$ cat src/hdl/pmon_pkg.sv
/*
  Package for the phase mode, ADC readback and zero-cross register bank.
  Holds register offsets, reset values, field layouts, the lock key and
  the averaging sample timing. Assumes a 40 MHz system clock.
*/
`default_nettype none

package pmon_pkg;

  // ***************************************************************
  // Register offsets on the serial programming port
  // ***************************************************************
  localparam logic [7:0] LOCK_OFFSET     = 8'h00;
  localparam logic [7:0] MODE_OFFSET     = 8'h2d;
  localparam logic [7:0] IMON_RES_OFFSET = 8'h2e;
  localparam logic [7:0] VSEN_RES_OFFSET = 8'h2f;
  localparam logic [7:0] TSEN_RES_OFFSET = 8'h30;
  localparam logic [7:0] IMON_AVG_OFFSET = 8'h31;
  localparam logic [7:0] VSEN_AVG_OFFSET = 8'h32;
  localparam logic [7:0] TSEN_AVG_OFFSET = 8'h33;
  localparam logic [7:0] ZC_OFFSET       = 8'h34;

  // ***************************************************************
  // Lock key and reset values
  // ***************************************************************
  localparam logic [7:0] LOCK_KEY        = 8'ha6;
  localparam logic [7:0] LOCK_RESET      = 8'h00;
  localparam logic [2:0] MODE_RESET      = 3'h2;
  localparam logic [1:0] AVG_RESET       = 2'h0;
  localparam logic [5:0] ZC_RESET        = 6'h32;
  localparam logic [7:0] RES_RESET       = 8'h00;
  localparam logic [7:0] SLAVE_ADDR_RESET = 8'h00;

  // ***************************************************************
  // Field layouts
  // ***************************************************************
  typedef struct packed {
    logic strap_lock_high;   // Bit 2: force internal power state high while strap three floats.
    logic pulse_skip_off;    // Bit 1: disable pulse skip at low level.
    logic shed_off;          // Bit 0: disable shedding at mid level.
  } mode_cfg_t;

  typedef struct packed {
    logic       offset_en;   // Bit 5: apply the threshold offset.
    logic       negative;    // Bit 4: 1 gives a negative threshold.
    logic [3:0] magnitude;   // Bits 3:0: steps of 0.31 mV.
  } zc_cfg_t;

  // Power state level codes as delivered by the level comparators.
  localparam logic [1:0] PS_LOW  = 2'h0;
  localparam logic [1:0] PS_MID  = 2'h1;
  localparam logic [1:0] PS_HIGH = 2'h2;

  // Averaging selector codes.
  localparam logic [1:0] AVG_SEL_8  = 2'h0;
  localparam logic [1:0] AVG_SEL_4  = 2'h1;
  localparam logic [1:0] AVG_SEL_2  = 2'h2;
  localparam logic [1:0] AVG_SEL_16 = 2'h3;

  // ***************************************************************
  // Timing
  // ***************************************************************
  localparam int CLK_FREQ_KHZ      = 40000;
  localparam int AVG_DEFAULT_COUNT = 8;
  localparam int IMON_WINDOW8_US   = 112;
  localparam int VSEN_WINDOW8_US   = 336;
  localparam int TSEN_WINDOW8_US   = 336;
  localparam int IMON_SAMPLE_CYC   = IMON_WINDOW8_US * CLK_FREQ_KHZ / 1000 / AVG_DEFAULT_COUNT;
  localparam int VSEN_SAMPLE_CYC   = VSEN_WINDOW8_US * CLK_FREQ_KHZ / 1000 / AVG_DEFAULT_COUNT;
  localparam int TSEN_SAMPLE_CYC   = TSEN_WINDOW8_US * CLK_FREQ_KHZ / 1000 / AVG_DEFAULT_COUNT;

  // Zero-cross threshold step in microvolts, for users of the offset code.
  localparam int ZC_STEP_UV = 310;

endpackage

`default_nettype wire

$ cat src/hdl/sync2.sv
/*
  Two flip-flop synchroniser for a group of level inputs.
  Assumes each bit is an independent level; no bus coherence is given.
*/
`timescale 1ns/1ps
`default_nettype none

module sync2 #(
  parameter int W = 1
) (
  // Clock and reset.
  input  wire logic         mclk_i,
  input  wire logic         rst_b_i,
  // Asynchronous levels in, synchronised levels out.
  input  wire logic [W-1:0] async_i,
  output var  logic [W-1:0] sync_o
);

  logic [W-1:0] meta_r;

  // The first stage feeds only the second stage.
  always_ff @(posedge mclk_i or negedge rst_b_i) begin
    if (!rst_b_i) begin
      meta_r <= '0;
      sync_o <= '0;
    end else begin
      meta_r <= async_i;
      sync_o <= meta_r;
    end
  end

endmodule

`default_nettype wire

$ cat src/hdl/adc_averager.sv
/*
  Averager for one ADC channel.
  Takes one code every SAMPLE_CYC clocks and holds the mean of the last
  window of 8, 4, 2 or 16 samples. Assumes the code input comes from the
  converter on the same clock.
*/
`timescale 1ns/1ps
`default_nettype none

module adc_averager
  import pmon_pkg::*;
#(
  parameter int SAMPLE_CYC = IMON_SAMPLE_CYC
) (
  // Clock and reset.
  input  wire logic       mclk_i,
  input  wire logic       rst_b_i,
  // Sample and window select.
  input  wire logic [7:0] code_i,
  input  wire logic [1:0] sel_i,
  // Averaged result.
  output var  logic [7:0] result_o
);

  localparam int TW = $clog2(SAMPLE_CYC);
  localparam logic [TW-1:0] TICK_LAST = TW'(SAMPLE_CYC - 1);

  logic [TW-1:0] tick_r;
  logic [11:0]   acc_r;
  logic [4:0]    n_r;
  logic [1:0]    sel_q_r;
  logic [11:0]   sum;

  function automatic logic [4:0] last_index(input logic [1:0] s);
    case (s)
      AVG_SEL_4:  last_index = 5'h03;
      AVG_SEL_2:  last_index = 5'h01;
      AVG_SEL_16: last_index = 5'h0f;
      default:    last_index = 5'h07;
    endcase
  endfunction

  function automatic logic [2:0] avg_shift(input logic [1:0] s);
    case (s)
      AVG_SEL_4:  avg_shift = 3'h2;
      AVG_SEL_2:  avg_shift = 3'h1;
      AVG_SEL_16: avg_shift = 3'h4;
      default:    avg_shift = 3'h3;
    endcase
  endfunction

  assign sum = acc_r + {4'h0, code_i};

  // A new window size restarts the window, so no mean mixes two sizes.
  always_ff @(posedge mclk_i or negedge rst_b_i) begin
    if (!rst_b_i) begin
      tick_r   <= '0;
      acc_r    <= 12'h000;
      n_r      <= 5'h00;
      sel_q_r  <= AVG_RESET;
      result_o <= RES_RESET;
    end else if (sel_i != sel_q_r) begin
      sel_q_r <= sel_i;
      tick_r  <= '0;
      acc_r   <= 12'h000;
      n_r     <= 5'h00;
    end else if (tick_r == TICK_LAST) begin
      tick_r <= '0;
      if (n_r == last_index(sel_q_r)) begin
        result_o <= 8'(sum >> avg_shift(sel_q_r));
        acc_r    <= 12'h000;
        n_r      <= 5'h00;
      end else begin
        acc_r <= sum;
        n_r   <= n_r + 5'h01;
      end
    end else begin
      tick_r <= tick_r + TW'(1);
    end
  end

endmodule

`default_nettype wire

$ cat src/hdl/phase_mode_adc_monitor_regs.sv
/*
  Phase mode, ADC readback and zero-cross register bank of a multi-phase
  buck controller, reached over the two-wire serial programming port.
  Assumes asynchronous scl/sda, power-state and strap pins, and ADC codes
  and a slave address that are already on the system clock.
  // What this block does
  // - Floating strap three with mode bit 2 set forces internal power state high.
  // - At low power state, mode bit 1 clear enables pulse skip; resets to 1.
  // - At mid power state, mode bit 0 clear enables shedding, else all phases.
  // - Current monitor result reads as 8-bit code, 6.25 mV steps, resets zero.
  // - Voltage sense result reads at next offset, 6.25 mV steps, resets zero.
  // - Temperature sense result reads as 8-bit code, 12.5 mV steps, resets zero.
  // - Current monitor averages 8, 4, 2 or 16 samples by its 2-bit field.
  // - Voltage sense averages 8, 4, 2 or 16 samples by its 2-bit field.
  // - Temperature sense averages like voltage sense by its own 2-bit field.
  // - Zero-cross offset applies only while its enable bit is set.
  // - Zero-cross threshold is magnitude times 0.31 mV, sign from bit 4.
  // - Config fields take writes only while the lock register is not the key.
*/
`timescale 1ns/1ps
`default_nettype none

module phase_mode_adc_monitor_regs
  import pmon_pkg::*;
#(
  parameter int IMON_CYC = IMON_SAMPLE_CYC,
  parameter int VSEN_CYC = VSEN_SAMPLE_CYC,
  parameter int TSEN_CYC = TSEN_SAMPLE_CYC
) (
  // Clock and reset.
  input  wire logic       mclk_i,
  input  wire logic       rst_b_i,
  // Serial programming port, open drain.
  input  wire logic       scl_i,
  input  wire logic       sda_i,
  output var  logic       sda_o,
  output var  logic       sda_oe_o,
  input  wire logic [6:0] slave_addr_i,
  // Power state and strap pins.
  input  wire logic [1:0] power_state_input_i,
  input  wire logic       strap_pin_three_float_i,
  // Converter codes.
  input  wire logic [7:0] current_monitor_voltage_code_i,
  input  wire logic [7:0] voltage_sense_code_i,
  input  wire logic [7:0] temperature_sense_voltage_code_i,
  // Controls to the power stage.
  output var  logic [1:0] power_state_eff_o,
  output var  logic       pulse_skip_en_o,
  output var  logic       auto_phase_shedding_en_o,
  output var  logic       full_phase_o,
  output var  logic       zero_cross_detect_offset_en_o,
  output var  logic [4:0] zero_cross_detect_offset_o
);

  // ***************************************************************
  // Pin synchronisation
  // ***************************************************************
  logic       scl_s;
  logic       sda_s;
  logic [1:0] psi_s;
  logic       strap_s;

  sync2 #(.W(5)) u_sync (
    .mclk_i  (mclk_i),
    .rst_b_i (rst_b_i),
    .async_i ({strap_pin_three_float_i, power_state_input_i, sda_i, scl_i}),
    .sync_o  ({strap_s, psi_s, sda_s, scl_s})
  );

  // ***************************************************************
  // Register storage
  // ***************************************************************
  logic [7:0] lock_r;
  mode_cfg_t  mode_r;
  logic [1:0] imon_avg_r, vsen_avg_r, tsen_avg_r;
  zc_cfg_t    zc_r;
  logic [7:0] imon_res, vsen_res, tsen_res;
  logic       wr_stb_r;
  logic [7:0] wr_addr_r;
  logic [7:0] wr_data_r;

  // ***************************************************************
  // Averagers
  // ***************************************************************
  adc_averager #(.SAMPLE_CYC(IMON_CYC)) u_imon_avg (
    .mclk_i   (mclk_i),
    .rst_b_i  (rst_b_i),
    .code_i   (current_monitor_voltage_code_i),
    .sel_i    (imon_avg_r),
    .result_o (imon_res)
  );
  adc_averager #(.SAMPLE_CYC(VSEN_CYC)) u_vsen_avg (
    .mclk_i   (mclk_i),
    .rst_b_i  (rst_b_i),
    .code_i   (voltage_sense_code_i),
    .sel_i    (vsen_avg_r),
    .result_o (vsen_res)
  );
  adc_averager #(.SAMPLE_CYC(TSEN_CYC)) u_tsen_avg (
    .mclk_i   (mclk_i),
    .rst_b_i  (rst_b_i),
    .code_i   (temperature_sense_voltage_code_i),
    .sel_i    (tsen_avg_r),
    .result_o (tsen_res)
  );

  // Read decode; offsets this bank does not own read as zero.
  function automatic logic [7:0] reg_read(input logic [7:0] a);
    case (a)
      LOCK_OFFSET:     reg_read = lock_r;
      MODE_OFFSET:     reg_read = {5'h00, mode_r};
      IMON_RES_OFFSET: reg_read = imon_res;
      VSEN_RES_OFFSET: reg_read = vsen_res;
      TSEN_RES_OFFSET: reg_read = tsen_res;
      IMON_AVG_OFFSET: reg_read = {6'h00, imon_avg_r};
      VSEN_AVG_OFFSET: reg_read = {6'h00, vsen_avg_r};
      TSEN_AVG_OFFSET: reg_read = {6'h00, tsen_avg_r};
      ZC_OFFSET:       reg_read = {2'h0, zc_r};
      default:         reg_read = 8'h00;
    endcase
  endfunction

  // ***************************************************************
  // Register writes
  // ***************************************************************
  // The lock register itself is always writable, otherwise software
  // could never leave the key value.
  always_ff @(posedge mclk_i or negedge rst_b_i) begin
    if (!rst_b_i) begin
      lock_r     <= LOCK_RESET;
      mode_r     <= MODE_RESET;
      imon_avg_r <= AVG_RESET;
      vsen_avg_r <= AVG_RESET;
      tsen_avg_r <= AVG_RESET;
      zc_r       <= ZC_RESET;
    end else if (wr_stb_r) begin
      if (wr_addr_r == LOCK_OFFSET) begin
        lock_r <= wr_data_r;
      end else if (lock_r != LOCK_KEY) begin
        case (wr_addr_r)
          MODE_OFFSET:     mode_r     <= wr_data_r[2:0];
          IMON_AVG_OFFSET: imon_avg_r <= wr_data_r[1:0];
          VSEN_AVG_OFFSET: vsen_avg_r <= wr_data_r[1:0];
          TSEN_AVG_OFFSET: tsen_avg_r <= wr_data_r[1:0];
          ZC_OFFSET:       zc_r       <= wr_data_r[5:0];
          default:         ;  // Result registers stay as measured
        endcase
      end
    end
  end

  // ***************************************************************
  // Serial port slave
  // ***************************************************************
  typedef enum logic [3:0] {ST_IDLE, ST_ADDR, ST_ADDR_ACK, ST_PTR, ST_PTR_ACK,
    ST_WR, ST_WR_ACK, ST_RD, ST_RD_ACK} link_state_t;
  link_state_t state_r;
  logic        scl_q_r, sda_q_r;
  logic [3:0]  bit_cnt_r;
  logic [7:0]  shift_r;
  logic [7:0]  ptr_r;
  logic        rw_r;
  logic [7:0]  rd_byte;
  logic        scl_rise, scl_fall, start_seen, stop_seen;
  assign scl_rise   = scl_s & ~scl_q_r;
  assign scl_fall   = ~scl_s & scl_q_r;
  assign start_seen = scl_s & scl_q_r & sda_q_r & ~sda_s;
  assign stop_seen  = scl_s & scl_q_r & ~sda_q_r & sda_s;
  assign rd_byte    = reg_read(ptr_r);

  // Line history for edge and condition detection. The line is only ever
  // pulled low, so the data level is fixed at zero.
  always_ff @(posedge mclk_i or negedge rst_b_i) begin
    if (!rst_b_i) begin
      scl_q_r <= 1'b0;
      sda_q_r <= 1'b0;
      sda_o   <= 1'b0;
    end else begin
      scl_q_r <= scl_s;
      sda_q_r <= sda_s;
      sda_o   <= 1'b0;
    end
  end

  // Byte engine. Bits are sampled on scl rise and driven on scl fall,
  // so data never changes while the clock is high.
  always_ff @(posedge mclk_i or negedge rst_b_i) begin
    if (!rst_b_i) begin
      state_r   <= ST_IDLE;
      bit_cnt_r <= 4'h0;
      shift_r   <= 8'h00;
      ptr_r     <= 8'h00;
      rw_r      <= 1'b0;
      sda_oe_o  <= 1'b0;
      wr_stb_r  <= 1'b0;
      wr_addr_r <= 8'h00;
      wr_data_r <= 8'h00;
    end else begin
      wr_stb_r <= 1'b0;
      if (start_seen) begin
        state_r   <= ST_ADDR;
        bit_cnt_r <= 4'h0;
        sda_oe_o  <= 1'b0;
      end else if (stop_seen) begin
        state_r  <= ST_IDLE;
        sda_oe_o <= 1'b0;
      end else begin
        case (state_r)
          ST_ADDR, ST_PTR, ST_WR: begin
            if (scl_rise && bit_cnt_r != 4'h8) begin
              shift_r   <= {shift_r[6:0], sda_s};
              bit_cnt_r <= bit_cnt_r + 4'h1;
            end else if (scl_fall && bit_cnt_r == 4'h8) begin
              bit_cnt_r <= 4'h0;
              if (state_r == ST_ADDR) begin
                if (shift_r[7:1] == slave_addr_i) begin
                  rw_r     <= shift_r[0];
                  sda_oe_o <= 1'b1;
                  state_r  <= ST_ADDR_ACK;
                end else begin
                  state_r <= ST_IDLE;
                end
              end else if (state_r == ST_PTR) begin
                ptr_r    <= shift_r;
                sda_oe_o <= 1'b1;
                state_r  <= ST_PTR_ACK;
              end else begin
                wr_stb_r  <= 1'b1;
                wr_addr_r <= ptr_r;
                wr_data_r <= shift_r;
                sda_oe_o  <= 1'b1;
                state_r   <= ST_WR_ACK;
              end
            end
          end
          ST_ADDR_ACK: begin
            if (scl_fall) begin
              if (rw_r) begin
                sda_oe_o  <= ~rd_byte[7];
                shift_r   <= {rd_byte[6:0], 1'b0};
                bit_cnt_r <= 4'h1;
                state_r   <= ST_RD;
              end else begin
                sda_oe_o <= 1'b0;
                state_r  <= ST_PTR;
              end
            end
          end
          ST_PTR_ACK, ST_WR_ACK: begin
            if (scl_fall) begin
              sda_oe_o <= 1'b0;
              state_r  <= ST_WR;
              if (state_r == ST_WR_ACK) begin
                ptr_r <= ptr_r + 8'h01;
              end
            end
          end
          ST_RD: begin
            if (scl_fall) begin
              if (bit_cnt_r != 4'h8) begin
                sda_oe_o  <= ~shift_r[7];
                shift_r   <= {shift_r[6:0], 1'b0};
                bit_cnt_r <= bit_cnt_r + 4'h1;
              end else begin
                sda_oe_o <= 1'b0;
                ptr_r    <= ptr_r + 8'h01;
                state_r  <= ST_RD_ACK;
              end
            end
          end
          ST_RD_ACK: begin
            if (scl_rise && sda_s) begin
              state_r <= ST_IDLE;
            end else if (scl_fall) begin
              sda_oe_o  <= ~rd_byte[7];
              shift_r   <= {rd_byte[6:0], 1'b0};
              bit_cnt_r <= 4'h1;
              state_r   <= ST_RD;
            end
          end
          default: begin
            state_r  <= ST_IDLE;
            sda_oe_o <= 1'b0;
          end
        endcase
      end
    end
  end

  // ***************************************************************
  // Power state and mode outputs
  // ***************************************************************
  logic [1:0] ps_eff;

  // Code 3 from the comparators is treated as high to stay safe.
  assign ps_eff = (strap_s && mode_r.strap_lock_high) ? PS_HIGH :
                  (psi_s[1] ? PS_HIGH : psi_s);

  // All controls are registered so the power stage sees clean levels.
  always_ff @(posedge mclk_i or negedge rst_b_i) begin
    if (!rst_b_i) begin
      power_state_eff_o        <= PS_LOW;
      pulse_skip_en_o          <= 1'b0;
      auto_phase_shedding_en_o <= 1'b0;
      full_phase_o             <= 1'b0;
    end else begin
      power_state_eff_o        <= ps_eff;
      pulse_skip_en_o          <= (ps_eff == PS_LOW) && !mode_r.pulse_skip_off;
      auto_phase_shedding_en_o <= (ps_eff == PS_MID) && !mode_r.shed_off;
      full_phase_o             <= (ps_eff == PS_HIGH) ||
                                  ((ps_eff == PS_MID) && mode_r.shed_off);
    end
  end

  // ***************************************************************
  // Zero-cross threshold
  // ***************************************************************
  // The offset is a signed count of 0.31 mV steps, two's complement.
  always_ff @(posedge mclk_i or negedge rst_b_i) begin
    if (!rst_b_i) begin
      zero_cross_detect_offset_en_o <= 1'b0;
      zero_cross_detect_offset_o    <= 5'h00;
    end else begin
      zero_cross_detect_offset_en_o <= zc_r.offset_en;
      if (!zc_r.offset_en) begin
        zero_cross_detect_offset_o <= 5'h00;
      end else if (zc_r.negative) begin
        zero_cross_detect_offset_o <= 5'(5'h00 - {1'b0, zc_r.magnitude});
      end else begin
        zero_cross_detect_offset_o <= {1'b0, zc_r.magnitude};
      end
    end
  end

endmodule

`default_nettype wire

$ cat config.mk
export PLATFORM = sky130hd
export DESIGN_NAME = phase_mode_adc_monitor_regs
export DESIGN_NICKNAME = d
export VERILOG_FILES = /design/src/hdl/pmon_pkg.sv /design/src/hdl/sync2.sv /design/src/hdl/adc_averager.sv /design/src/hdl/phase_mode_adc_monitor_regs.sv
export SDC_FILE = /design/constraint.sdc
export NUM_CORES = 1
export LEC_CHECK = 0
export ABC_AREA = 1
export BUFFER_PORTS_ARGS = -buffer_cell sky130_fd_sc_hd__clkbuf_2
export CAP_MARGIN = 0
export CORE_ASPECT_RATIO = 1.1
export CORE_UTILIZATION = 50
export CTS_CLUSTER_SIZE = 25
export DETAILED_ROUTE_END_ITERATION = 10
export PLACE_DENSITY = 0.71
export SLEW_MARGIN = 20
export SYNTH_ARGS = -nofsm -noshare
export SYNTH_HDL_FRONTEND = slang
export SYNTH_SLANG_ARGS = --single-unit
$ cat constraint.sdc
create_clock -name mclk_i -period 4.5 [get_ports mclk_i]
set_clock_uncertainty 0.15 [all_clocks]
set_input_delay 0.45 -clock mclk_i [delete_from_list [all_inputs] [get_ports mclk_i]]
set_output_delay 0.45 -clock mclk_i [all_outputs]
set_load 0.005 [all_outputs]
==> impl_metrics.tcl, run 1 <==
set metrics [dict create \
    xor_xnor_fraction_of_synth_area 0.0197 \
    gr-usage-met2 0.446 \
    gp_congestion 0.910 \
    groute.layer.met3.usage 0.0303 \
    mappedNetlistNets 1805 \
    vdd.ir_drop.worst_v 0.000293 \
    place.port_buffers 49 \
    synth_largest_type_area_fraction 0.397 \
    antennaDiodeCount 0 \
    area_delta_synth_final_pct 11.5 \
    largest_family_of_logic_cells_by_synthesized_area "simple AND/OR/NAND/NOR gates" \
    die_area_mm2 0.0256 \
    global_route.usage.met1 0.324 \
    syn_avg_cell_area_um2 7.28 \
    pre_cts_slack_ns 1.79 \
    rows 60 \
    finalMaxSlewViolations 0 \
    achievable-frequency_ghz 0.365 \
    finalSetupViolations 0 \
    final_antenna_net_count 0 \
    io_pins 51 \
    number_of_maximum_capacitance_violations 0 \
    yosys.cell_types.count 54 \
    max_slew.worst_pin.slew_ns 0.959 \
    timing.final.crit_share 0.608 \
    drive_above_1_share 0.0865 \
    synth-seq-cells 202 \
    ctsLongestPathBuffers 3 \
    core_area_mm2 0.0245 \
    fp.dieW_um 153 \
    leakage_nw 6.99 \
    post-route-min-period_ns 2.74 \
    clk-insertion-delay-late_ns 0.53 \
    min-delay-path-class "primary input to register" \
    synth_simple_gate_area_share 0.319 \
    ctsRootBufferMaster "clkbuf_16" \
    global_route.peak_usage_layer "met2" \
    maximum_level_of_the_cts_h_tree 1 \
    mappedNetlistArea_mm2 0.0125 \
    clock_sinks 202 \
    grt_remaining_overflow 0 \
    totalWireLength_mm 31.3 \
    postSynthCellCount 1715 \
    post_dp_cell_area_mm2 0.0130 \
    worst-setup-path-type "register to register" \
    critPathRequiredTime_ns 4.79 \
    dr.pass1.iters 10 \
    tritoncts_clock_tree "yes" \
    floorplan.die.height_um 168 \
    report.final.hold_viol_count 0 \
    drc_markers 2 \
    netlist_top_cells_area "dfrtp_1 40%, nand2_1 12%, nand3_1 9.4%" \
    post-synth-top-area-cell "dfrtp_1" \
    finalSetupTns_ns 0 \
    cts-buffers-inserted 24 \
    synth_compound_area_frac 0.113 \
    worst_setup_path_start_kind "register" \
    post_drt_via_cell_ratio 5.44 \
    initial_utilization 0.510 \
    clk_pin_slew_worst_paths_ns 0.06 \
    grt_antenna_before_repair 0 \
    detailedPlacementHpwl_mm 23.4 \
    cts-resized-gates 0 \
    failed_checks "DRC" \
    critical_path_arrival_ns 3.03 \
    grt_pass1_wl_mm 53.5 \
    grt_usage 0.252 \
    synth-warning-count 0 \
    post-route-cell-area_mm2 0.0139 \
    post_synth_mux_area_share 0.000902 \
    synth-async-reset-ratio 1.00 \
    ys.flop_type "dfrtp_1" \
    num-nets-final 1854 \
    wire_per_inst_um 15.0 \
    synth_enable_flop_cells 0 \
    largest_net_degree_at_the_start_of_global_routing 87 \
    synth_sequential_area_ratio 0.405 \
    via_count_of_the_first_global_routing_pass 11200 \
    relSlewSlack 0.360 \
    critPathCaptureType "register" \
    result_of_the_run "finished with violations" \
    via_count 11400 \
    layout_setup_ws_ns 1.76 \
    power.density_cell_area_mw_per_mm2 337 \
    post_cts_buffers 0 \
    worst-path-max-fanout 12 \
    yosys.area_share.adder 0.0539 \
    rsz0062_at_grt "no" \
    drt_iter0_drc 818 \
]
cell families after synthesis:
| kind of cell | count (synthesis) |
|---|---|
| adders and majority gates | 52 |
| DFF | 202 |
| muxes | 1 |
| buffers and inverters | 281 |
| AOI/OAI and AO/OA | 256 |
| xor gates and xnor gates | 28 |
| and+or+nand+nor | 894 |
| other | 1 |
cells in the mapped netlist (4+ instances only):
library cell    n
a21oi_1        90
a31oi_1         6
a32o_1          4
and3_1          5
buf_2          10
clkbuf_1       21
dfrtp_1       198
dfstp_2         4
ha_1           49
inv_1         228
inv_2          16
nand2_1       410
nand2_2         7
nand3_1       234
nand3b_1        6
nand4_1        25
nor2_1        138
nor2_2         14
nor3_1         28
nor4_1          5
o211ai_1        9
o21ai_0       102
o21ai_1         8
o22ai_1        24
or2_2           6
xnor2_1        17
xor2_1         11
cell usage in the layout (no fill, tap or decap), drive strengths merged, types with 2 or more instances in the layout:
cell type	instances
nor4	6
inv	245
dfrtp	198
a31oi	6
dfstp	4
o2bb2ai	3
xor2	11
nor3b	3
dlygate4sd3	6
and3	5
or2	7
nor2	153
o22ai	24
nand3	236
nand4	27
clkbuf	86
fa	3
o211ai	9
ha	49
nor3	32
o21ai	112
nand3b	6
xnor2	17
bufinv	3
buf	4
a32o	4
clkinv	2
nand2	418
a21oi	91
a22oi	2
sequential cells by signal (all words and copies together), names as in the netlist, 10 cells and up:
register / cells
u_tsen_avg.acc_r: 12
u_imon_avg.tick_r: 10
u_tsen_avg.tick_r: 11
u_imon_avg.acc_r: 12
u_vsen_avg.tick_r: 11
u_vsen_avg.acc_r: 12
metal layers:
layer	vias to the layer above	part of all wire
met3	51	0.047
met1	5297	0.44
met5	-	0
li1	5733	-
met4	0	0.021
met2	295	0.50
final timing paths:
check,startpoint,endpoint,slack (ns),cells after the start
max,u_tsen_avg.sel_q_r[0],u_tsen_avg.result_o[0],1.76,8
min,current_monitor_voltage_code_i[0],u_imon_avg.acc_r[0],0.16,4
max reg2reg,u_tsen_avg.sel_q_r[0],u_tsen_avg.result_o[0],1.76,8
min reg2reg,u_sync.meta_r[0],u_sync.sync_o[0],0.20,0
max in group asynchronous,rst_b_i,u_vsen_avg.tick_r[10],2.78,3
min in group asynchronous,rst_b_i,u_imon_avg.acc_r[4],0.37,2
critical path: stages, from the launching register on:
cell,delay (ns)
dfrtp_1,0.41
inv_1,0.08
ha_1,0.24
nor2_1,0.58
inv_1,0.37
or2_2,0.39
a21oi_1,0.14
o21ai_0,0.08
a31oi_1,0.20
power by group:
group / switching [mW] / internal [mW]
sequential: 0.111 / 1.89
combinational: 0.399 / 0.215
clock: 0.769 / 1.30
total: 1.28 / 3.41
through the flow:
step	std cells	utilization	hold WS (ns)	power [mW]
floorplan	1715	-	0.00441	2.43
global placement	2042	0.531	0.182	2.62
detailed placement	2042	0.531	0.186	2.64
CTS	2091	0.568	0.141	4.74
global route	2091	0.568	0.177	4.91
finish	2091	0.568	0.161	4.69
what timing repair did:
action                                 4_1_cts  5_1_grt
setup endpoints to repair                    0        0
hold buffers                                 6        0
endpoints found under the hold margin       76        0
final cells by class:
class,count,area [um^2]
clock buffer,37,741
clock inverter,6,118
inverter,245,920
sequential,202,5060
timing repair buffer,59,357
fill,2332,10600
multi-input combinational,1232,6330
tap,310,388
(Power assumes the default switching activity.)
==> run 2: changes to the inputs <==
PLACE_DENSITY = 0.73   (was 0.71)
clock period = 2.4 ns   (was 4.5 ns; I/O delays follow)
==> impl_metrics.tcl, run 2 (synthesized netlist as in run 1, its figures left out) <==
set metrics [dict create \
    max_slew.worst_pin.slew_ns 0.582 \
    leakage_nw 7.14 \
    grt_remaining_overflow 0 \
    netSwitchingPower_mw 2.39 \
    die_area_mm2 0.0256 \
    ctsRootBufferMaster "clkbuf_16" \
    cts-buffers-inserted 23 \
    achievable-frequency_ghz 0.451 \
    detailedPlacementHpwl_mm 23.3 \
    mostFrequentLayoutCells "400 x nand2_1, 228 x inv_1, 226 x nand3_1" \
    power.density_cell_area_mw_per_mm2 601 \
    core_area_mm2 0.0245 \
    grt_usage 0.245 \
    critPathCaptureType "register" \
    layout_setup_ws_ns 0.182 \
    hold_slack_ns 0.00928 \
    finalMaxSlewViolations 0 \
    io_pins 51 \
    clk_pin_slew_worst_paths_ns 0.07 \
    area_delta_synth_final_pct 13.9 \
    drc_markers 1 \
    maximum_level_of_the_cts_h_tree 1 \
    report.final.hold_viol_count 0 \
    clock_power_share 0.425 \
    relSlewSlack 0.611 \
    power_frac_comb 0.137 \
    p_total_mw 8.55 \
    swShare 0.280 \
    floorplan.die.height_um 168 \
    cellInternalPower_mw 6.15 \
    grt_antenna_before_repair 0 \
    place.port_buffers 49 \
    clk-insertion-delay-late_ns 0.52 \
    sequential_power_share 0.438 \
    grt_pass1_wl_mm 52.1 \
    largest_net_degree_at_the_start_of_global_routing 58 \
    post_dp_cell_area_mm2 0.0132 \
    failed_checks "DRC" \
    fp.dieW_um 153 \
    drive_above_1_share 0.116 \
    number_of_maximum_capacitance_violations 0 \
    post-route-min-period_ns 2.22 \
    final_antenna_net_count 0 \
    drt_iter0_drc 750 \
    dr.pass1.iters 10 \
    clock_sinks 202 \
    min-delay-path-class "primary input to register" \
    ff2ff_setup_slack_ns 0.18 \
    timing.final.crit_share 0.924 \
    via_count 11500 \
    finalSetupViolations 0 \
    rows 60 \
    vdd.ir_drop.worst_v 0.000561 \
    totalWireLength_mm 30.8 \
    post_drt_via_cell_ratio 5.40 \
    worst_setup_path_start_kind "register" \
    critical_path_arrival_ns 2.47 \
    rsz0062_at_grt "yes" \
    post-route-cell-area_mm2 0.0142 \
    wire_per_inst_um 14.5 \
    initial_utilization 0.510 \
    result_of_the_run "finished with violations" \
    critPathRequiredTime_ns 2.66 \
    biggestRegsByFlops "u_imon_avg.acc_r: 12 flops, u_tsen_avg.acc_r: 12 flops, u_vsen_avg.acc_r: 12 flops" \
    worst-setup-path-type "register to register" \
    gp_congestion 0.906 \
    ctsLongestPathBuffers 3 \
    via_count_of_the_first_global_routing_pass 11100 \
    pre_cts_slack_ns 0.0340 \
    tritoncts_clock_tree "yes" \
    num-nets-final 1886 \
    worst-path-max-fanout 5 \
    antennaDiodeCount 0 \
    layout.cells.most_common "nand2_1" \
]
[run 2: final cells by class]
| class | count | area, um^2 |
|---|---|---|
| timing repair buffer | 92 | 622 |
| inverter | 245 | 920 |
| clock buffer | 29 | 628 |
| fill | 2306 | 10300 |
| multi-input combinational | 1232 | 6440 |
| sequential | 202 | 5060 |
| tap | 310 | 388 |
| clock inverter | 13 | 156 |
[run 2: timing repair]
| item | 4_1_cts | 5_1_grt |
|---|---|---|
| resized for setup | 1 | 26 |
| hold buffers | 8 | 0 |
| pin swaps | 0 | 8 |
| setup buffers | 0 | 5 |
| setup endpoints to repair | 1 | 24 |
| endpoints found under the hold margin | 122 | 0 |
[run 2: final timing paths]
kind | to | startpoint | cells after the start
worst min register to register | u_sync.sync_o[2] | u_sync.meta_r[2] | 0
worst min-delay path | u_vsen_avg.acc_r[0] | voltage_sense_code_i[0] | 3
worst max register to register | u_vsen_avg.result_o[5] | u_vsen_avg.acc_r[7] | 12
min in group asynchronous | u_imon_avg.acc_r[3] | rst_b_i | 2
worst max-delay path | u_vsen_avg.result_o[5] | u_vsen_avg.acc_r[7] | 12
max in group asynchronous | zc_r[5] | rst_b_i | 3
[run 2: routing by layer]
metal	share of wire	vias to the layer above	GRT usage
li1	-	5810	-
met1	0.45	5348	0.320
met2	0.49	258	0.433
met3	0.041	53	0.0230
met4	0.020	0	0.0668
met5	0	-	0
[run 2: power groups by stage]
stage / Clock, mW / Combinational, mW / Sequential (mW)
2_1_floorplan: 0 / 0.818 / 3.74
3_3_place_gp: 0 / 1.13 / 3.79
3_5_place_dp: 0 / 1.14 / 3.79
4_1_cts: 3.71 / 1.16 / 3.73
5_1_grt: 3.83 / 1.34 / 3.76
6_report: 3.63 / 1.17 / 3.74
[run 2: critical path, stage by stage (launching register included)]
cell and delay (ns):
dfrtp_1 0.38, ha_1 0.36, nand2_1 0.11, nor2_1 0.21, nand3_1 0.19, nand3_1 0.13, nand2_1 0.10, nand2_1 0.09
nand2_1 0.07, nand3_1 0.07, nand3_1 0.09, nor2_1 0.12, nor2_1 0.05
[run 2: through the flow]
| step | util | std cells | TNS, ns |
|---|---|---|---|
| after CTS | 0.575 | 2118 | 0 |
| after detailed placement | 0.539 | 2068 | 0 |
| after floorplan | - | 1715 | 0 |
| final | 0.581 | 2123 | 0 |
| after global placement | 0.539 | 2068 | 0 |
| after global routing | 0.581 | 2123 | -0.0489 |
